File: config.mk
export PLATFORM = sky130hd
export DESIGN_NAME = rmc_unit
export DESIGN_NICKNAME = d
export VERILOG_FILES = /design/src/design/rmc_pkg.sv /design/src/design/rmc_rotmask.sv /design/src/design/rmc_unit.sv
export VERILOG_INCLUDE_DIRS = /design/src /design/src/design
export SDC_FILE = /design/constraint.sdc
export NUM_CORES = 1
export LEC_CHECK = 0
export ABC_AREA = 0
export BUFFER_PORTS_ARGS = -buffer_cell sky130_fd_sc_hd__buf_4
export CAP_MARGIN = 10
export CORE_MARGIN = 2
export CORE_UTILIZATION = 55
export DETAILED_ROUTE_END_ITERATION = 8
export PLACE_DENSITY = 0.8
export REMOVE_ABC_BUFFERS = 1
export SLEW_MARGIN = 40
export SYNTH_ARGS = -nofsm -noshare
export SYNTH_HDL_FRONTEND = slang
export SYNTH_SLANG_ARGS = --single-unit
File: constraint.sdc
create_clock -name clock_in -period 7.8 [get_ports clock_in]
set_input_delay 0.39 -clock clock_in [delete_from_list [all_inputs] [get_ports clock_in]]
set_output_delay 0.39 -clock clock_in [all_outputs]
set_load 0.01 [all_outputs]
File: src/design/rmc_map.svh
/*
  Offsets, field positions, reset values and limits for the rotate, mask
  and compare unit. Assumes inclusion by the package and the rmc_unit module.
*/
`ifndef RMC_MAP_SVH
`define RMC_MAP_SVH

// ==========================================================
// Word and field layout
`define RMC_XLEN 32
`define RMC_SHW 5
`define RMC_CNTW 6
`define RMC_IMMW 16
`define RMC_WORD_SIZE 1'h0
`define RMC_FLD_LT 2'h0
`define RMC_FLD_GT 2'h1
`define RMC_FLD_EQ 2'h2
`define RMC_FLD_SO 2'h3
`define RMC_FIRST_RESULT_FIELD 3'h0

// ==========================================================
// Reset values and limits
`define RMC_CR_RESET 32'h0
`define RMC_RESULT_RESET 32'h0
`define RMC_WORD_BITS 6'h20
`define RMC_LAST_BIT 6'h1f

`endif

File: src/design/rmc_pkg.sv
/*
  Types of the rotate, mask and compare unit: operation codes,
  condition-bit functions and the request bundle.
  Assumes rmc_map.svh is on the include path.
*/
`include "rmc_map.svh"

package rmc_pkg;

  // ==========================================================
  // Operations
  typedef enum logic [3:0] {
    RMC_EXTL = 4'h0,
    RMC_EXTR = 4'h1,
    RMC_INSL = 4'h2,
    RMC_INSR = 4'h3,
    RMC_ROTLI = 4'h4,
    RMC_ROTRI = 4'h5,
    RMC_ROTLW = 4'h6,
    RMC_SLWI = 4'h7,
    RMC_SRWI = 4'h8,
    RMC_CLRL = 4'h9,
    RMC_CLRR = 4'ha,
    RMC_CLRLSL = 4'hb,
    RMC_CMP = 4'hc,
    RMC_CMPL = 4'hd,
    RMC_CRLOG = 4'he
  } rmc_op_t;

  typedef enum logic [1:0] {
    RMC_CR_EQV = 2'h0,
    RMC_CR_XOR = 2'h1,
    RMC_CR_OR = 2'h2,
    RMC_CR_NOR = 2'h3
  } rmc_crfunc_t;

  // ==========================================================
  // Request bundle
  typedef struct packed {
    rmc_op_t op;
    logic record;
    logic size_sel;
    logic use_imm;
    logic [2:0] target_flag_field;
    logic [`RMC_IMMW-1:0] imm;
    logic [`RMC_CNTW-1:0] n;
    logic [`RMC_SHW-1:0] b;
    rmc_crfunc_t crfunc;
    logic [4:0] bit_t;
    logic [4:0] bit_a;
    logic [4:0] bit_b;
  } rmc_req_t;

endpackage

File: src/design/rmc_rotmask.sv
/*
  Rotate-left and mask datapath, combinational.
  Bit 0 is the most significant bit in mask bounds.
*/
`timescale 1ns/1ps
`default_nettype none

module rmc_rotmask #(
  parameter int XLEN = 32
) (
  // Operands
  input wire logic [XLEN-1:0] src_in,
  input wire logic [XLEN-1:0] old_in,
  // Controls
  input wire logic [4:0] sh_in,
  input wire logic [4:0] mb_in,
  input wire logic [4:0] me_in,
  input wire logic insert_in,
  // Result
  output logic [XLEN-1:0] result_out,
  output logic [XLEN-1:0] mask_out
);

  logic [2*XLEN-1:0] dbl;
  logic [XLEN-1:0] rot;

  assign dbl = {src_in, src_in} << sh_in;
  assign rot = dbl[2*XLEN-1:XLEN];

  // ==========================================================
  // Mask, wrapping when start lies past end
  genvar gi;
  generate
    for (gi = 0; gi < XLEN; gi++) begin : g_mask
      localparam logic [4:0] POS = 5'(XLEN - 1 - gi);
      assign mask_out[gi] = (mb_in <= me_in) ?
        (POS >= mb_in && POS <= me_in) : (POS >= mb_in || POS <= me_in);
    end
  endgenerate

  assign result_out = (rot & mask_out) |
                      (insert_in ? (old_in & ~mask_out) : '0);

endmodule

`default_nettype wire

File: src/design/rmc_unit.sv
/*
  Rotate, mask and compare unit: word compares into a chosen condition
  field, single condition-bit logic, and rotate-with-mask operations.
  Assumes the decoder presents one request per valid cycle with operands.
*/
// How it works
// (RL1) Only 32-bit word compares exist
// (RL2) Size select must be zero for compares
// (RL3) Compare writes the selected condition field
// (RL4) Signed and unsigned, register or immediate
// (RL5) Set, clear, copy, invert one condition bit
// (RL6) Extract n bits at b, justify, zero rest
// (RL7) Insert n bits at b, keep others
// (RL8) Rotate left or right, full mask
// (RL9) Logical shift by n below 32
// (RL10) Clear leftmost or rightmost n bits
// (RL11) Clear left b then shift left n
// (RL12) Rotate left by third register amount
// (RL13) Record form updates first result field
// (RL14) Bit ops via eqv, xor, or, nor
`timescale 1ns/1ps
`default_nettype none
`include "rmc_map.svh"

module rmc_unit
  import rmc_pkg::*;
(
  // Clock and reset
  input wire logic clock_in,
  input wire logic rst_b_in,
  // Request
  input wire logic req_valid_in,
  input wire rmc_req_t req_in,
  input wire logic [`RMC_XLEN-1:0] rs_in,
  input wire logic [`RMC_XLEN-1:0] rb_in,
  input wire logic [`RMC_XLEN-1:0] ra_old_in,
  input wire logic so_in,
  // Answer
  output logic done_out,
  output logic illegal_out,
  output logic [`RMC_XLEN-1:0] result_out,
  output logic [`RMC_XLEN-1:0] cr_out
);

  localparam logic [5:0] W = `RMC_WORD_BITS;
  localparam logic [5:0] L = `RMC_LAST_BIT;

  // Vector index of a condition bit numbered from the left
  function automatic logic [4:0] cr_idx(input logic [4:0] pos);
    cr_idx = ~pos;
  endfunction

  logic [5:0] n;
  logic [5:0] b;
  logic [5:0] sh6;
  logic [5:0] mb6;
  logic [5:0] me6;
  logic ins;
  logic bad;
  logic is_rot;
  logic is_cmp;
  logic [`RMC_XLEN-1:0] rm_res;
  logic [`RMC_XLEN-1:0] opb;
  logic lt;
  logic gt;
  logic eq;
  logic [4:0] lt_idx;
  logic [4:0] gt_idx;
  logic [4:0] eq_idx;
  logic [4:0] so_idx;
  logic crbit;
  logic [`RMC_XLEN-1:0] next_cr;

  assign n = req_in.n;
  assign b = {1'b0, req_in.b};
  assign is_cmp = req_in.op == RMC_CMP || req_in.op == RMC_CMPL;
  assign is_rot = !is_cmp && req_in.op != RMC_CRLOG;

  // ==========================================================
  // Rotate amount and mask bounds per operation
  always_comb begin
    sh6 = 6'h0;
    mb6 = 6'h0;
    me6 = L;
    ins = 1'b0;
    bad = 1'b0;
    unique case (req_in.op)
      RMC_EXTL: begin // see (RL6)
        sh6 = b;
        me6 = n - 6'h1;
        bad = n == 6'h0 || n > W;
      end
      RMC_EXTR: begin // see (RL6)
        sh6 = b + n;
        mb6 = W - n;
        bad = n == 6'h0 || n > W;
      end
      RMC_INSL: begin // see (RL7)
        sh6 = W - b;
        mb6 = b;
        me6 = b + n - 6'h1;
        ins = 1'b1;
        bad = n == 6'h0 || n > W;
      end
      RMC_INSR: begin // see (RL7)
        sh6 = W - (b + n);
        mb6 = b;
        me6 = b + n - 6'h1;
        ins = 1'b1;
        bad = n == 6'h0 || n > W;
      end
      RMC_ROTLI: begin // see (RL8)
        sh6 = n;
        bad = n > L;
      end
      RMC_ROTRI: begin // see (RL8)
        sh6 = W - n;
        bad = n > L;
      end
      RMC_ROTLW: begin // see (RL12)
        sh6 = {1'b0, rb_in[4:0]};
      end
      RMC_SLWI: begin // see (RL9)
        sh6 = n;
        me6 = L - n;
        bad = n > L;
      end
      RMC_SRWI: begin // see (RL9)
        sh6 = W - n;
        mb6 = n;
        bad = n > L;
      end
      RMC_CLRL: begin // see (RL10)
        mb6 = n;
        bad = n > L;
      end
      RMC_CLRR: begin // see (RL10)
        me6 = L - n;
        bad = n > L;
      end
      RMC_CLRLSL: begin // see (RL11)
        sh6 = n;
        mb6 = b - n;
        me6 = L - n;
        bad = n > b;
      end
      RMC_CMP, RMC_CMPL: begin
        bad = req_in.size_sel != `RMC_WORD_SIZE; // see (RL1) (RL2)
      end
      RMC_CRLOG: begin
        bad = 1'b0;
      end
      default: begin
        bad = 1'b1;
      end
    endcase
  end

  rmc_rotmask #(
    .XLEN(`RMC_XLEN)
  ) u_rotmask (
    .src_in(rs_in),
    .old_in(ra_old_in),
    .sh_in(sh6[4:0]),
    .mb_in(mb6[4:0]),
    .me_in(me6[4:0]),
    .insert_in(ins),
    .result_out(rm_res),
    .mask_out()
  );

  // ==========================================================
  // Compare; second operand from register or extended immediate
  always_comb begin
    if (!req_in.use_imm) begin // see (RL4)
      opb = rb_in;
    end else if (req_in.op == RMC_CMPL) begin
      opb = {{(`RMC_XLEN-`RMC_IMMW){1'b0}}, req_in.imm};
    end else begin
      opb = {{(`RMC_XLEN-`RMC_IMMW){req_in.imm[`RMC_IMMW-1]}}, req_in.imm};
    end
  end

  // Word-only compare; no doubleword path is built, see (RL1)
  assign lt = (req_in.op == RMC_CMPL) ? rs_in < opb :
              $signed(rs_in) < $signed(opb);
  assign gt = (req_in.op == RMC_CMPL) ? rs_in > opb :
              $signed(rs_in) > $signed(opb);
  assign eq = rs_in == opb;

  assign lt_idx = cr_idx({req_in.target_flag_field, `RMC_FLD_LT});
  assign gt_idx = cr_idx({req_in.target_flag_field, `RMC_FLD_GT});
  assign eq_idx = cr_idx({req_in.target_flag_field, `RMC_FLD_EQ});
  assign so_idx = cr_idx({req_in.target_flag_field, `RMC_FLD_SO});

  // Set and clear come as eqv and xor of a bit with itself, see (RL14)
  always_comb begin
    unique case (req_in.crfunc)
      RMC_CR_EQV: crbit = ~(cr_out[cr_idx(req_in.bit_a)] ^
                            cr_out[cr_idx(req_in.bit_b)]);
      RMC_CR_XOR: crbit = cr_out[cr_idx(req_in.bit_a)] ^
                          cr_out[cr_idx(req_in.bit_b)];
      RMC_CR_OR: crbit = cr_out[cr_idx(req_in.bit_a)] |
                         cr_out[cr_idx(req_in.bit_b)];
      RMC_CR_NOR: crbit = ~(cr_out[cr_idx(req_in.bit_a)] |
                            cr_out[cr_idx(req_in.bit_b)]);
    endcase
  end

  // ==========================================================
  // Next condition register
  always_comb begin
    next_cr = cr_out;
    if (is_cmp) begin // see (RL3)
      next_cr[lt_idx] = lt;
      next_cr[gt_idx] = gt;
      next_cr[eq_idx] = eq;
      next_cr[so_idx] = so_in;
    end else if (req_in.op == RMC_CRLOG) begin
      next_cr[cr_idx(req_in.bit_t)] = crbit; // see (RL5)
    end else if (req_in.record) begin // see (RL13)
      next_cr[cr_idx({`RMC_FIRST_RESULT_FIELD, `RMC_FLD_LT})] =
        rm_res[`RMC_XLEN-1];
      next_cr[cr_idx({`RMC_FIRST_RESULT_FIELD, `RMC_FLD_GT})] =
        !rm_res[`RMC_XLEN-1] && rm_res != '0;
      next_cr[cr_idx({`RMC_FIRST_RESULT_FIELD, `RMC_FLD_EQ})] =
        rm_res == '0;
      next_cr[cr_idx({`RMC_FIRST_RESULT_FIELD, `RMC_FLD_SO})] = so_in;
    end
  end

  // ==========================================================
  // Registers; refused requests leave cr_out and result_out unchanged and only raise illegal_out
  always_ff @(posedge clock_in or negedge rst_b_in) begin
    if (!rst_b_in) begin
      cr_out <= `RMC_CR_RESET;
    end else if (req_valid_in && !bad) begin
      cr_out <= next_cr;
    end
  end

  always_ff @(posedge clock_in or negedge rst_b_in) begin
    if (!rst_b_in) begin
      result_out <= `RMC_RESULT_RESET;
    end else if (req_valid_in && !bad && is_rot) begin
      result_out <= rm_res;
    end
  end

  always_ff @(posedge clock_in or negedge rst_b_in) begin
    if (!rst_b_in) begin
      done_out <= 1'b0;
      illegal_out <= 1'b0;
    end else begin
      done_out <= req_valid_in && !bad;
      illegal_out <= req_valid_in && bad;
    end
  end
endmodule

`default_nettype wire

* Word level (Yosys, flattened, before mapping)
Index checks and enable logic that the tools add are counted.
** Storage, ports and cells
- Bits in registers :: 66
- Latch bits :: 0
- RAM bits :: 0
- Memory bits (read-only) :: 0
- Bits of input ports :: 154
- Output and inout port bits :: 66
- Word-level logic and storage cells :: 295
- Memories kept :: 0
** Operators by class
- $add $sub $neg :: 8
- Multiply operators :: 0
- Divide/modulo/power cells :: 0
- Order comparisons :: 84
- Equal/unequal tests :: 19
- Shift operators :: 1
- Multiplexer cells :: 66
- Bitwise logic cells :: 15
- Reductions and logical operators :: 97
** Operator list (number)
- 32-bit bitwise mux :: 5
- 32-bit two-way mux :: 4
- 5-bit >= comparator (first input constant) :: 16
- 5-bit <= comparator (first input constant) :: 16
- 32-bit bitwise AND :: 2
- 32-bit greater-than comparator :: 2
- 32-bit less-than comparator :: 2
- 64-bit by 5-bit left shift with 64-bit output :: 1
- 1-bit logical AND :: 42
- 5-bit by 6-bit less-than comparator with 1-bit output (second input constant) :: 7
- 1-bit two-way mux :: 42
- 4-bit by 5-bit >= comparator with 1-bit output (first input constant) :: 8
- 4-bit by 5-bit <= comparator with 1-bit output (first input constant) :: 8
- 5-bit inverter :: 7
- 5-bit one-hot mux with 7 select lines :: 1
- 1-bit logical OR :: 34
- 32-bit == test :: 1
- 32-bit zero test :: 1
- 32-bit inverter :: 1
- 32-bit OR :: 1
- 32-bit nonzero test :: 1
- 4-bit == test (second input constant) :: 7
- 28-bit two-way mux :: 1
- 1-bit demux with 5-bit select :: 5
- other kinds (42) :: 75

* Longest topological paths before layout
Gate-level depths: netlist (run 1).
- Word-level depth :: 15
- Depth in mapped cells :: 28
- Gate-level depth less buffers :: 23

* Cells and area by module
A second synthesis (run 1) with hierarchy kept.
** Second synthesis, totals
- Cells, all modules :: 1113
- Area, all modules :: 9913.3 µm²
** By module, submodules not included
- rmc_unit :: instances 1, cells an instance 688, area each 6373.6 µm², sequential area each 1651.6 µm²
- rmc_rotmask :: instances 1, cells an instance 425, area each 3539.6 µm², sequential area each 0.0 µm²

* Worst setup path before layout (run 1)
Ideal clock, no wire load.
- Path type :: input -> register
- Start :: input req_in[53] (netlist name)
- End :: register cr_out[30]
- Setup time :: 0.121 ns
- Arrival time :: 5.540 ns
- Data required time :: 7.679 ns
- Setup slack :: 2.139 ns
- Stages :: 27
- Buffers on the path :: 7
- Cells stage by stage :: buf_2 -> nor3b_2 -> clkbuf_1 -> clkbuf_1 -> nor2_1 -> a21oi_1 -> ha_1 -> nand2_1 -> or4_4 -> a31oi_4 -> nand2b_2 -> inv_2 -> buf_6 -> buf_2 -> ha_1 -> and4_1 -> a21oi_1 -> o31a_1 -> clkbuf_1 -> clkbuf_1 -> a21oi_1 -> nand3_1 -> o21ai_0 -> nor4_1 -> nand4_1 -> or2_1 -> a22o_1
** Between the ends
- Cells in the longest elaborated chain, start to end :: 15
- Elaborated cells between the ends (all ways) :: 220
- Those cells by class :: order compare (69); eq/ne (15); shift (1); mux (49); bitwise (4); reduce/logical (82)
** Ends and longest elaborated chain
- start, declared :: RTL line rmc_unit.sv:33 : input wire rmc_req_t req_in,
- 4-bit == test, or another cell as far along :: RTL line rmc_unit.sv:87 : unique case (req_in.op)
- 3-bit OR reduction (no source line) or 2-bit OR reduction (tied branches)
- 5-bit one-hot mux with 3 select lines or 5-bit one-hot mux with 4 select lines (tied branches) :: RTL line rmc_unit.sv:87
- 5-bit <= comparator, or another cell as far along :: RTL line rmc_rotmask.sv:37 : (POS >= mb_in && POS <= me_in) : (POS >= mb_in || POS <= me_in);
- 1-bit logical OR or 1-bit logical AND (tied branches) :: RTL line rmc_rotmask.sv:37
- 1-bit two-way mux :: RTL line rmc_rotmask.sv:36 : assign mask_out[gi] = (mb_in <= me_in) ?
- 32-bit inverter :: RTL line rmc_rotmask.sv:42 : (insert_in ? (old_in & ~mask_out) : '0);
- 32-bit bitwise AND :: RTL line rmc_rotmask.sv:42
- 32-bit two-way mux :: RTL line rmc_rotmask.sv:42
- 32-bit OR :: RTL line rmc_rotmask.sv:41 : assign result_out = (rot & mask_out) |
- 32-bit nonzero test or 1-bit zero test (tied branches) :: RTL line rmc_unit.sv:225 : !rm_res[`RMC_XLEN-1] && rm_res != '0;
- 1-bit logical AND :: RTL line rmc_unit.sv:225
- 4-bit two-way mux :: RTL line rmc_unit.sv:221 : end else if (req_in.record) begin
- 4-bit two-way mux :: RTL line rmc_unit.sv:219 : end else if (req_in.op == RMC_CRLOG) begin
- 32-bit two-way mux :: RTL line rmc_unit.sv:214 : if (is_cmp) begin
- end signal, assigned :: RTL line rmc_unit.sv:236 : cr_out <= `RMC_CR_RESET;
- end signal, assigned :: RTL line rmc_unit.sv:238 : cr_out <= next_cr;
- end, declared :: RTL line rmc_unit.sv:42 : output logic [`RMC_XLEN-1:0] cr_out
Several ways; a longest one is shown, not always the timed one. The select of a mux whose other input is x is not followed.
A chain may end at the register's enable or synchronous reset.

* Final worst setup path (run 1)
- Start :: input req_in[51] (netlist name)
- End :: register cr_out[30]
Same word-level chain as after synthesis.

==> results of run 1 <==
[worst register-to-register path: stages (launching register included)]
cell and delay, ns:
dfrtp_1 0.41, mux4_2 0.54, mux4_2 0.48, mux2i_1 0.14
ha_1 0.25, mux2i_1 0.17, xor2_1 0.45, nand2_1 0.40
a21oi_1 0.25, nor2_1 0.05, o21ai_0 0.10, a22o_1 0.18
[cells in the mapped netlist (17+ instances only)]
cell type | count | share of area, %
nor3_1 | 17 | 0.86
buf_2 | 24 | 1.2
o21a_1 | 36 | 2.7
mux2_2 | 37 | 4.2
inv_1 | 23 | 0.87
mux4_2 | 22 | 5.0
o221ai_1 | 30 | 2.7
dfrtp_1 | 66 | 17
o21ai_0 | 64 | 3.2
nand2_1 | 125 | 4.8
nand3_1 | 22 | 1.1
a21oi_1 | 117 | 5.9
nor2_1 | 65 | 2.5
mux2i_1 | 177 | 18
nand2b_1 | 19 | 1.2
clkbuf_1 | 34 | 1.3
ha_1 | 54 | 6.8
[placed cells by master, fill, tap and decap left out, types with 23 or more instances in the layout]
master    instances
nand2_1         124
mux2i_1         177
nor2_1           64
dfrtp_1          66
a21oi_1         117
ha_1             54
o21a_1           36
mux2_2           37
buf_4           229
o221ai_1         30
inv_1            23
o21ai_0          64
[cell families after synthesis]
logic type,count (synthesis),synth area share (%)
multiplexers,236,27.2
AND/OR/NAND/NOR,338,17.1
flip-flops,66,16.7
AO/OA/AOI/OAI,365,24.6
buffers and inverters,104,5.07
XOR/XNOR,16,1.56
adder cells (fa/ha/maj),61,7.77
[metal layers]
layer | vias to the layer above | routed length [um]
met1 | 5101 | 14700
met3 | 109 | 2930
li1 | 4851 | -
met4 | 0 | 1150
met5 | - | 0
met2 | 599 | 15900
[worst max path at each step]
stage	startpoint	endpoint	slack [ns]	cells past startpoint
2_1_floorplan	req_in[53]	cr_out[30]	1.51	21
3_3_place_gp	req_in[22]	cr_out[30]	1.61	22
3_5_place_dp	req_in[22]	cr_out[30]	1.51	22
4_1_cts	req_in[22]	cr_out[30]	1.83	22
5_1_grt	req_in[22]	cr_out[30]	1.28	22
6_report	req_in[51]	cr_out[30]	1.64	21
[area by class of cell]
class	count	area (um2)
multi-input cells	1016	7740
fillers	1505	5560
repair buffers	230	1730
flip-flops and latches	66	1650
well taps	225	282
clock buffers	10	239
clock inverters	6	113
inverters	27	101
[state kept, by name (all words and copies together), names as in the netlist]
| name | cells |
|---|---|
| illegal_out | 1 |
| result_out | 32 |
| done_out | 1 |
| cr_out | 32 |
[per-stage QoR]
step	setup WS (ns)	hold WS (ns)	instances	instance area (um2)
after CTS	1.83	0.194	1580	11900
after floorplan	1.51	0.0944	1109	9470
after global placement	1.61	0.464	1564	11500
final	1.64	0.0345	1580	11900
after global routing	1.28	0.102	1580	11900
after detailed placement	1.51	0.495	1564	11500
[report_power, final]
group / leakage (nW) / switching, mW / internal, mW / total, mW
logic: 4.17 / 0.642 / 0.530 / 1.17
registers: 0.851 / 0.0719 / 0.437 / 0.509
clock network: 0.173 / 0.159 / 0.322 / 0.481
==> reports/metrics.csv, run 1 <==
stage,metric,value,unit
outcome,status,"finished, final reports clean",
critical_path,Critical Path AT,6.38,ns
sta,RSZ-0062 raised after global routing,no,
floorplanning,row cnt,48,
synth,Main synth FF type,dfrtp_1,
finish,Final Util,68.1,%
critical_path,Crit. End Element,flip-flop,
global_routing,vias in the first global route,10200,
route,Vias per Instance,6.75,
sta,clk_skew,0.00886,ns
power_and_ir_drop,total power,2.16,mW
route,drt drc,0,
finish,Diodes inserted,0,
finish,layout cells sized above 1,24.9,%
clock_tree,hold buffer count at cts,0,
synth,post-synth cell types,92,
synth,YS warnings,0,
route,via count,10700,
synth,synthesized cell area,9870,um2
floorplanning,die height,138,um
route,routed length per placed instance,21.9,um
critical_path,CP bufs+invs,2,
critical_path,CP max stage cell,o31a_1,
clock_tree,Root Buffer,clkbuf_16,
critical_path,"Cell Chain, Critical Path","buf_4, or3b_1, a21oi_1, ha_1, nand2_1, or4_4, a31oi_4, nand2b_2, inv_2, ha_1, and4_1, a21oi_1, o31a_1, o221ai_1, and4_1, a221oi_2, o2111ai_1, a2111oi_2, nand4_1, or2_1, a22o_1",
sta,part of the cycle the worst path needs,78.9,%
sta,total negative slack,0,ns
global_routing,met3 usage,7.38,%
synth,"Seq/Total Area, Yosys",16.7,%
finish,synthesis-to-layout area growth,20.2,%
floorplanning,Top Ports,220,
global_routing,GRT Util Overall,35.8,%
floorplanning,Horiz. Die Dim,138,um
critical_path,CP max FO,40,
floorplanning,Initial Util,56.7,%
route,Final ANT Viol Nets,0,
flow_run,max-capacitance violation count,0,
route,total routed wirelength,34.7,mm
global_routing,grt met2 use,57.5,%
placement,detailed placement HPWL,26.8,mm
sta,Worst Tran Pin Value,0.801,ns
clock_tree,"Gates resized, CTS repair",0,
clock_tree,clk sinks,66,
sta,Worst slew margin,46.6,%
critical_path,"CP delay by family, top",compound AO/OA/AOI/OAI gates,
clock_tree,CTS H-Tree Depth,3,
global_routing,first-pass GRT wire length,53.6,mm
power_and_ir_drop,largest vdd supply drop,0.167,mV
sta,Period minus WS final,6.16,ns
synth,Mapped Avg Cell Area,8.32,um2
critical_path,classification of the worst setup path,in2reg,
clock_tree,number of CTS-inserted buffers,9,
sta,endpoints failing setup,0,
route,1st-pass router iterations,6,
power_and_ir_drop,PD cells,182,nW/um2
global_routing,initial antenna violation count,0,
global_routing,GR Overflow Total,0,
critical_path,Reg2Reg Setup Slack,4.31,ns
global_routing,grt met1 use,48.3,%
finish,Final #Nets,1560,
sta,Peak Freq,162,MHz
route,First DRT Iteration DRCs,1206,
clock_tree,"CTS clk-pin slew, worst paths",0.06,ns
critical_path,cell count of the worst reg-to-reg path,11,
clock_tree,CTS tree,done,
synth,#FFs+latches synth,66,
floorplanning,DIE AREA,19000,um2
clock_tree,later-pin clock latency in the skew report,0.34,ns
placement,Port Buf Inserts,219,
critical_path,worst reg2reg endpoint,cr_out[30],
sta,Slew Limit Fails,0,
sta,endpoints failing hold,0,
critical_path,Critical Path RT,8.02,ns
power_and_ir_drop,leak pwr,5.19,nW
synth,Post-synth EDFFs,0,
clock_tree,Clock Path Buffers,2,
synth,Synth Instances,1186,
worst_hold_path,Hold WC Path Type,in2async,
critical_path,CP max stage delay,0.59,ns
global_routing,GRT busiest layer,met2,
floorplanning,core area,17400,um2
global_routing,largest net degree at the start of global routing,67,
critical_path,CP Launch Type,primary input,
critical_path,worst reg2reg startpoint,cr_out[20],
clock_tree,setup bufs post-CTS,0,
synth,Async SR Flop Fraction,100,%
placement,final RePlAce weighted congestion,0.975,
Power figures use the tool's default switching activity.
==> inputs of run 2 (changes only) <==
- clock period: 7.8 -> 5.7 ns (I/O delays scaled with it)
==> run 2 against run 1 <==
Clock-buffer cell count down 1. Highest routed layer unchanged. Sequential cell count unchanged. Core utilization grew 0.82 points. Routed wire length is 0.18% higher. Critical path depth up 2. Largest power group unchanged.
==> reports/metrics.csv, run 2 (synthesis results as in run 1) <==
stage,metric,value,unit,change
critical_path,classification of the worst setup path,in2reg,,
clock_tree,CTS tree,done,,
critical_path,CP Launch Type,primary input,,
finish,Final #Nets,1581,,+1.3%
worst_hold_path,Hold WC Path Type,in2reg,,
route,Final ANT Viol Nets,0,,unchanged
clock_tree,"CTS clk-pin slew, worst paths",0.06,ns,about the same
route,routed length per placed instance,21.7,um,-1.1%
finish,"commonest non-fill, non-tap cell in the layout",buf_4,,
floorplanning,Initial Util,56.7,%,unchanged
sta,Slew Limit Fails,0,,unchanged
sta,Worst slew margin,45.4,%,-1.2 points
sta,endpoints failing hold,0,,unchanged
power_and_ir_drop,leak pwr,5.28,nW,+1.7%
flow_run,max-capacitance violation count,0,,unchanged
sta,part of the cycle the worst path needs,92.3,%,
route,drt drc,0,,unchanged
clock_tree,Root Buffer,clkbuf_16,,
clock_tree,Clock Path Buffers,2,,unchanged
route,Vias per Instance,6.66,,-1.3%
sta,RSZ-0062 raised after global routing,no,,
route,1st-pass router iterations,5,,-1
clock_tree,"Gates resized, CTS repair",0,,unchanged
global_routing,vias in the first global route,9972,,-2.0%
critical_path,CP bufs+invs,3,,+1
critical_path,"Cell Chain, Critical Path","buf_4, ha_1, fa_1, a21oi_1, ha_1, nand2_1, or4_4, a31oi_4, nand2b_2, inv_2, ha_1, and4_1, a21oi_1, o31a_1, buf_4, a21oi_1, a21o_1, a221oi_2, o2111ai_1, a2111oi_2, nand4_1, or2_1, a22o_1",,
floorplanning,Top Ports,220,,unchanged
sta,Worst Tran Pin Value,0.819,ns,+0.0184 ns
placement,placed inst area,11700,um2,+1.4%
finish,top flop regs,"cr_out: 32 flops, result_out: 32 flops",,
finish,"commonest non-fill, non-tap cells in the layout","buf_4 (248), mux2i_1 (177), nand2_1 (124)",,
global_routing,first-pass GRT wire length,53.1,mm,-0.95%
finish,synthesis-to-layout area growth,21.6,%,
route,total routed wirelength,34.7,mm,+0.18%
clock_tree,number of CTS-inserted buffers,9,,unchanged
floorplanning,Horiz. Die Dim,138,um,unchanged
global_routing,initial antenna violation count,0,,unchanged
floorplanning,core area,17400,um2,unchanged
critical_path,Critical Path RT,5.93,ns,-2.09 ns
finish,multi-input combinational cell area,7740,um2,unchanged
finish,final instance area,12000,um2,+1.2%
placement,final RePlAce weighted congestion,1.00,,+2.8%
power_and_ir_drop,largest vdd supply drop,0.242,mV,+45%
clock_tree,later-pin clock latency in the skew report,0.34,ns,about the same
sta,endpoints failing setup,0,,unchanged
placement,Port Buf Inserts,219,,unchanged
critical_path,CP max stage cell,or4_4,,
clock_tree,clk sinks,66,,unchanged
floorplanning,die height,138,um,unchanged
clock_tree,CTS H-Tree Depth,3,,unchanged
outcome,status,"finished, final reports clean",,
route,via count,10700,,-0.0094%
floorplanning,row cnt,48,,unchanged
finish,final non-filler cell total,1601,,+1.3%
finish,Diodes inserted,0,,unchanged
clock_tree,setup bufs post-CTS,0,,unchanged
critical_path,CP max FO,11,,-73%
finish,Fill cells,1468,,-2.5%
placement,detailed placement HPWL,27.1,mm,+1.3%
global_routing,GR Overflow Total,0,,unchanged
sta,clk_skew,0.00677,ns,-0.00209 ns
sta,Period minus WS final,5.26,ns,
critical_path,Crit. End Element,flip-flop,,
finish,register area,1650,um2,unchanged
placement,dpl cells,1584,,+1.3%
finish,layout cells sized above 1,26.0,%,+1.1 points
global_routing,GRT Util Overall,35.8,%,about the same
route,First DRT Iteration DRCs,1251,,+3.7%
sta,Peak Freq,190,MHz,
global_routing,largest net degree at the start of global routing,67,,unchanged
critical_path,CP max stage delay,0.54,ns,-0.05 ns
power_and_ir_drop,PD cells,245,nW/um2,+34%
critical_path,"CP delay by family, top",compound AO/OA/AOI/OAI gates,,
floorplanning,DIE AREA,19000,um2,unchanged
critical_path,Critical Path AT,5.49,ns,-0.89 ns
sta,total negative slack,0,ns,unchanged
## run 2: cell count changes in the layout (fill, tap and decap cells not counted)
cell / change
buf_8: +1
dlygate4sd3_1: +1
clkbuf_8: -1
inv_6: +1
clkinv_2: -1
buf_4: +19
bufinv_16: -1
clkinvlp_4: +2
## run 2: final timing paths
check                               startpoint        endpoint  slack [ns]  cells after the start
worst min-delay path              req_valid_in     illegal_out        0.18                      2
min in group asynchronous             rst_b_in      cr_out[15]        0.50                      2
worst max register to register      cr_out[23]      cr_out[30]        2.27                     11
worst max-delay path                req_in[22]      cr_out[30]        0.44                     23
worst min register to register  result_out[17]  result_out[17]        0.48                      1
max in group asynchronous             rst_b_in   result_out[8]        4.74                      2
## run 2: routing by layer
metal | wire, um | global-route usage (%)
met3 | 3270 | 6.10
met1 | 14300 | 49.2
met5 | 0 | 0
met2 | 16100 | 57.2
met4 | 1070 | 11.5
## run 2: what timing repair did
| item | 4_1_cts | 5_1_grt |
|---|---|---|
| setup endpoints to repair | 0 | 0 |
| hold endpoints to repair | 0 | 32 |
| hold buffers | 0 | 1 |
## run 2: area by class of cell
cell class	count	share of cell area, %
Clock inverter	7	0.845
Inverter	27	0.845
Multi-Input combinational cell	1016	64.5
Sequential cell	66	13.8
Clock buffer	9	1.88
Timing Repair Buffer	251	15.8
Tap cell	225	2.35
## run 2: power by group
| group | total, mW | leakage (nW) | internal [mW] | switching, mW |
|---|---|---|---|---|
| Sequential | 0.698 | 0.851 | 0.598 | 0.100 |
| Clock | 0.616 | 0.153 | 0.387 | 0.229 |
| Combinational | 1.62 | 4.27 | 0.743 | 0.881 |
| Total | 2.94 | 5.28 | 1.73 | 1.21 |
## run 2: through the flow
step | setup slack [ns] | power, mW | hold WS [ns] | util, %
2_1_floorplan | -0.483 | 1.62 | -0.0106 | -
3_3_place_gp | 0.311 | 2.25 | 0.431 | 66.8
3_5_place_dp | 0.208 | 2.29 | 0.436 | 66.9
4_1_cts | 0.555 | 2.91 | 0.0837 | 68.8
5_1_grt | 0.170 | 3.09 | 0.231 | 68.9
6_report | 0.437 | 2.94 | 0.179 | 68.9
==> inputs of run 3 (changes only) <==
- CORE_MARGIN: 2 -> default
- REMOVE_ABC_BUFFERS: 1 -> default
==> run 3 against run 2 <==
Sequential cell count unchanged. Core utilization fell by 0.27 points. Cell area down 0.39%. Largest cell class unchanged. Highest routed layer is now met5.
==> reports/metrics.csv, run 3 (synthesis results as in run 1) <==
stage,metric,value,unit,change
sta,Worst slew margin,46.1,%,+0.68 points
clock_tree,Clock Path Buffers,2,,unchanged
sta,RSZ-0062 raised after global routing,no,,
critical_path,CP Launch Type,primary input,,
route,Final ANT Viol Nets,0,,unchanged
global_routing,vias in the first global route,10100,,+1.0%
clock_tree,CTS tree,done,,
finish,Diodes inserted,0,,unchanged
route,First DRT Iteration DRCs,1288,,+3.0%
critical_path,classification of the worst setup path,in2reg,,
floorplanning,DIE AREA,18500,um2,-2.9%
floorplanning,row cnt,48,,unchanged
worst_hold_path,hold depth,2,,unchanged
route,Vias per Instance,6.75,,+1.4%
sta,Period minus WS final,5.08,ns,-0.185 ns
critical_path,Critical Path RT,5.93,ns,about the same
global_routing,initial antenna violation count,1,,+1
floorplanning,die height,136,um,-1.4%
critical_path,Critical Path AT,5.31,ns,-0.18 ns
clock_tree,number of CTS-inserted buffers,9,,unchanged
sta,Worst Tran Pin Value,0.809,ns,-0.0103 ns
sta,total negative slack,0,ns,unchanged
global_routing,largest net degree at the start of global routing,67,,unchanged
worst_hold_path,Hold WC Path Type,in2reg,,
finish,top flop regs,"cr_out: 32 flops, result_out: 32 flops",,
global_routing,GRT Util Overall,39.9,%,+4.2 points
floorplanning,Top Ports,220,,unchanged
sta,Peak Freq,197,MHz,+3.6%
synth,Post-Syn Nets,1396,,
route,via count,10800,,+1.1%
route,drt drc,0,,unchanged
placement,detailed placement HPWL,28.6,mm,+5.4%
global_routing,GR Overflow Total,0,,unchanged
clock_tree,CTS H-Tree Depth,3,,unchanged
finish,synthesis-to-layout area growth,21.1,%,
clock_tree,later-pin clock latency in the skew report,0.34,ns,about the same
clock_tree,"Gates resized, CTS repair",0,,unchanged
floorplanning,Horiz. Die Dim,136,um,-1.4%
outcome,status,"finished, final reports clean",,
placement,Port Buf Inserts,219,,unchanged
critical_path,Crit. End Element,flip-flop,,
flow_run,max-capacitance violation count,0,,unchanged
power_and_ir_drop,total power,2.94,mW,about the same
critical_path,CP max FO,9,,-2
power_and_ir_drop,leak pwr,5.25,nW,-0.46%
floorplanning,Initial Util,56.7,%,unchanged
sta,part of the cycle the worst path needs,89.1,%,-3.2 points
clock_tree,clk sinks,66,,unchanged
clock_tree,Root Buffer,clkbuf_16,,
route,1st-pass router iterations,6,,+1
power_and_ir_drop,largest vdd supply drop,0.234,mV,-3.4%
sta,endpoints failing setup,0,,unchanged
global_routing,first-pass GRT wire length,56.5,mm,+6.3%
sta,endpoints failing hold,0,,unchanged
placement,final RePlAce weighted congestion,1.00,,+0.14%
finish,"commonest non-fill, non-tap cells in the layout","buf_4 (243), mux2i_1 (177), nand2_1 (124)",,
sta,clk_skew,0.00636,ns,-0.000417 ns
finish,layout cells sized above 1,25.7,%,-0.36 points
finish,"commonest non-fill, non-tap cell in the layout",buf_4,,
critical_path,cell count of the worst reg-to-reg path,11,,unchanged
power_and_ir_drop,PD cells,246,nW/um2,+0.45%
finish,Fill cells,1482,,+0.95%
sta,Slew Limit Fails,0,,unchanged
finish,Final #Nets,1577,,-0.25%
clock_tree,"CTS clk-pin slew, worst paths",0.06,ns,about the same
route,routed length per placed instance,23.1,um,+6.6%
route,total routed wirelength,36.9,mm,+6.4%
sta,WHS,0.180,ns,+0.000852 ns
floorplanning,core area,17400,um2,unchanged
## run 3: worst paths after layout
path / from / to / slack, ns
worst min register to register: result_out[17] / result_out[17] / 0.48
worst max register to register: cr_out[16] / cr_out[30] / 2.28
worst min-delay path: req_valid_in / illegal_out / 0.18
max in group asynchronous: rst_b_in / cr_out[25] / 4.75
worst max-delay path: req_in[17] / cr_out[30] / 0.62
min in group asynchronous: rst_b_in / result_out[14] / 0.51
## run 3: area by class of cell
cell class	count	area [um2]	area share, %
sequential	66	1650	13.8
clock inverter	4	51.3	0.429
timing repair buffer	247	1880	15.7
clock buffer	12	246	2.06
tap	225	282	2.36
inverter	27	101	0.848
multi-input combinational	1016	7740	64.8
## run 3: metrics by stage
| step | setup slack (ns) | area (um2) | std cells | util, % |
|---|---|---|---|---|
| 2_1_floorplan | 0.144 | 9870 | 1186 | - |
| 3_3_place_gp | 0.482 | 11600 | 1579 | 66.7 |
| 3_5_place_dp | 0.358 | 11600 | 1580 | 66.8 |
| 4_1_cts | 0.686 | 11900 | 1596 | 68.5 |
| 5_1_grt | 0.310 | 12000 | 1597 | 68.6 |
| 6_report | 0.622 | 12000 | 1597 | 68.6 |
## run 3: metal layers
layer / wire (um) / part of all wire [%] / track usage, % / vias up
li1: - / - / - / 4881
met1: 15200 / 41 / 52.8 / 5074
met2: 16400 / 44 / 61.9 / 676
met3: 3510 / 9.5 / 8.46 / 145
met4: 1770 / 4.8 / 18.9 / 2
met5: 12 / 0.032 / 0 / -
## run 3: repair_timing
action / 4_1_cts / 5_1_grt
setup buffers: 0 / 0
hold buffers: 0 / 1
endpoints found under the hold margin: 0 / 25
## run 3: critical path, stage by stage
cell and delay, ns:
buf_4 0.14, ha_1 0.22, fa_1 0.51, a21oi_1 0.17
ha_1 0.26, nand2_1 0.12, or4_4 0.54, a31oi_4 0.16
nand2b_2 0.16, inv_2 0.04, ha_1 0.28, and4_1 0.15
a21oi_1 0.18, o31a_1 0.22, buf_4 0.18, a31oi_1 0.14
a21o_1 0.24, a221oi_2 0.22, o2111ai_1 0.16, a2111oi_2 0.32
nand4_1 0.12, or2_1 0.27, a22o_1 0.21
## run 3: report_power, final
group,switching (mW),internal (mW),leakage [nW]
clock,0.217,0.351,0.143
sequential,0.0997,0.598,0.851
combinational,0.937,0.738,4.26
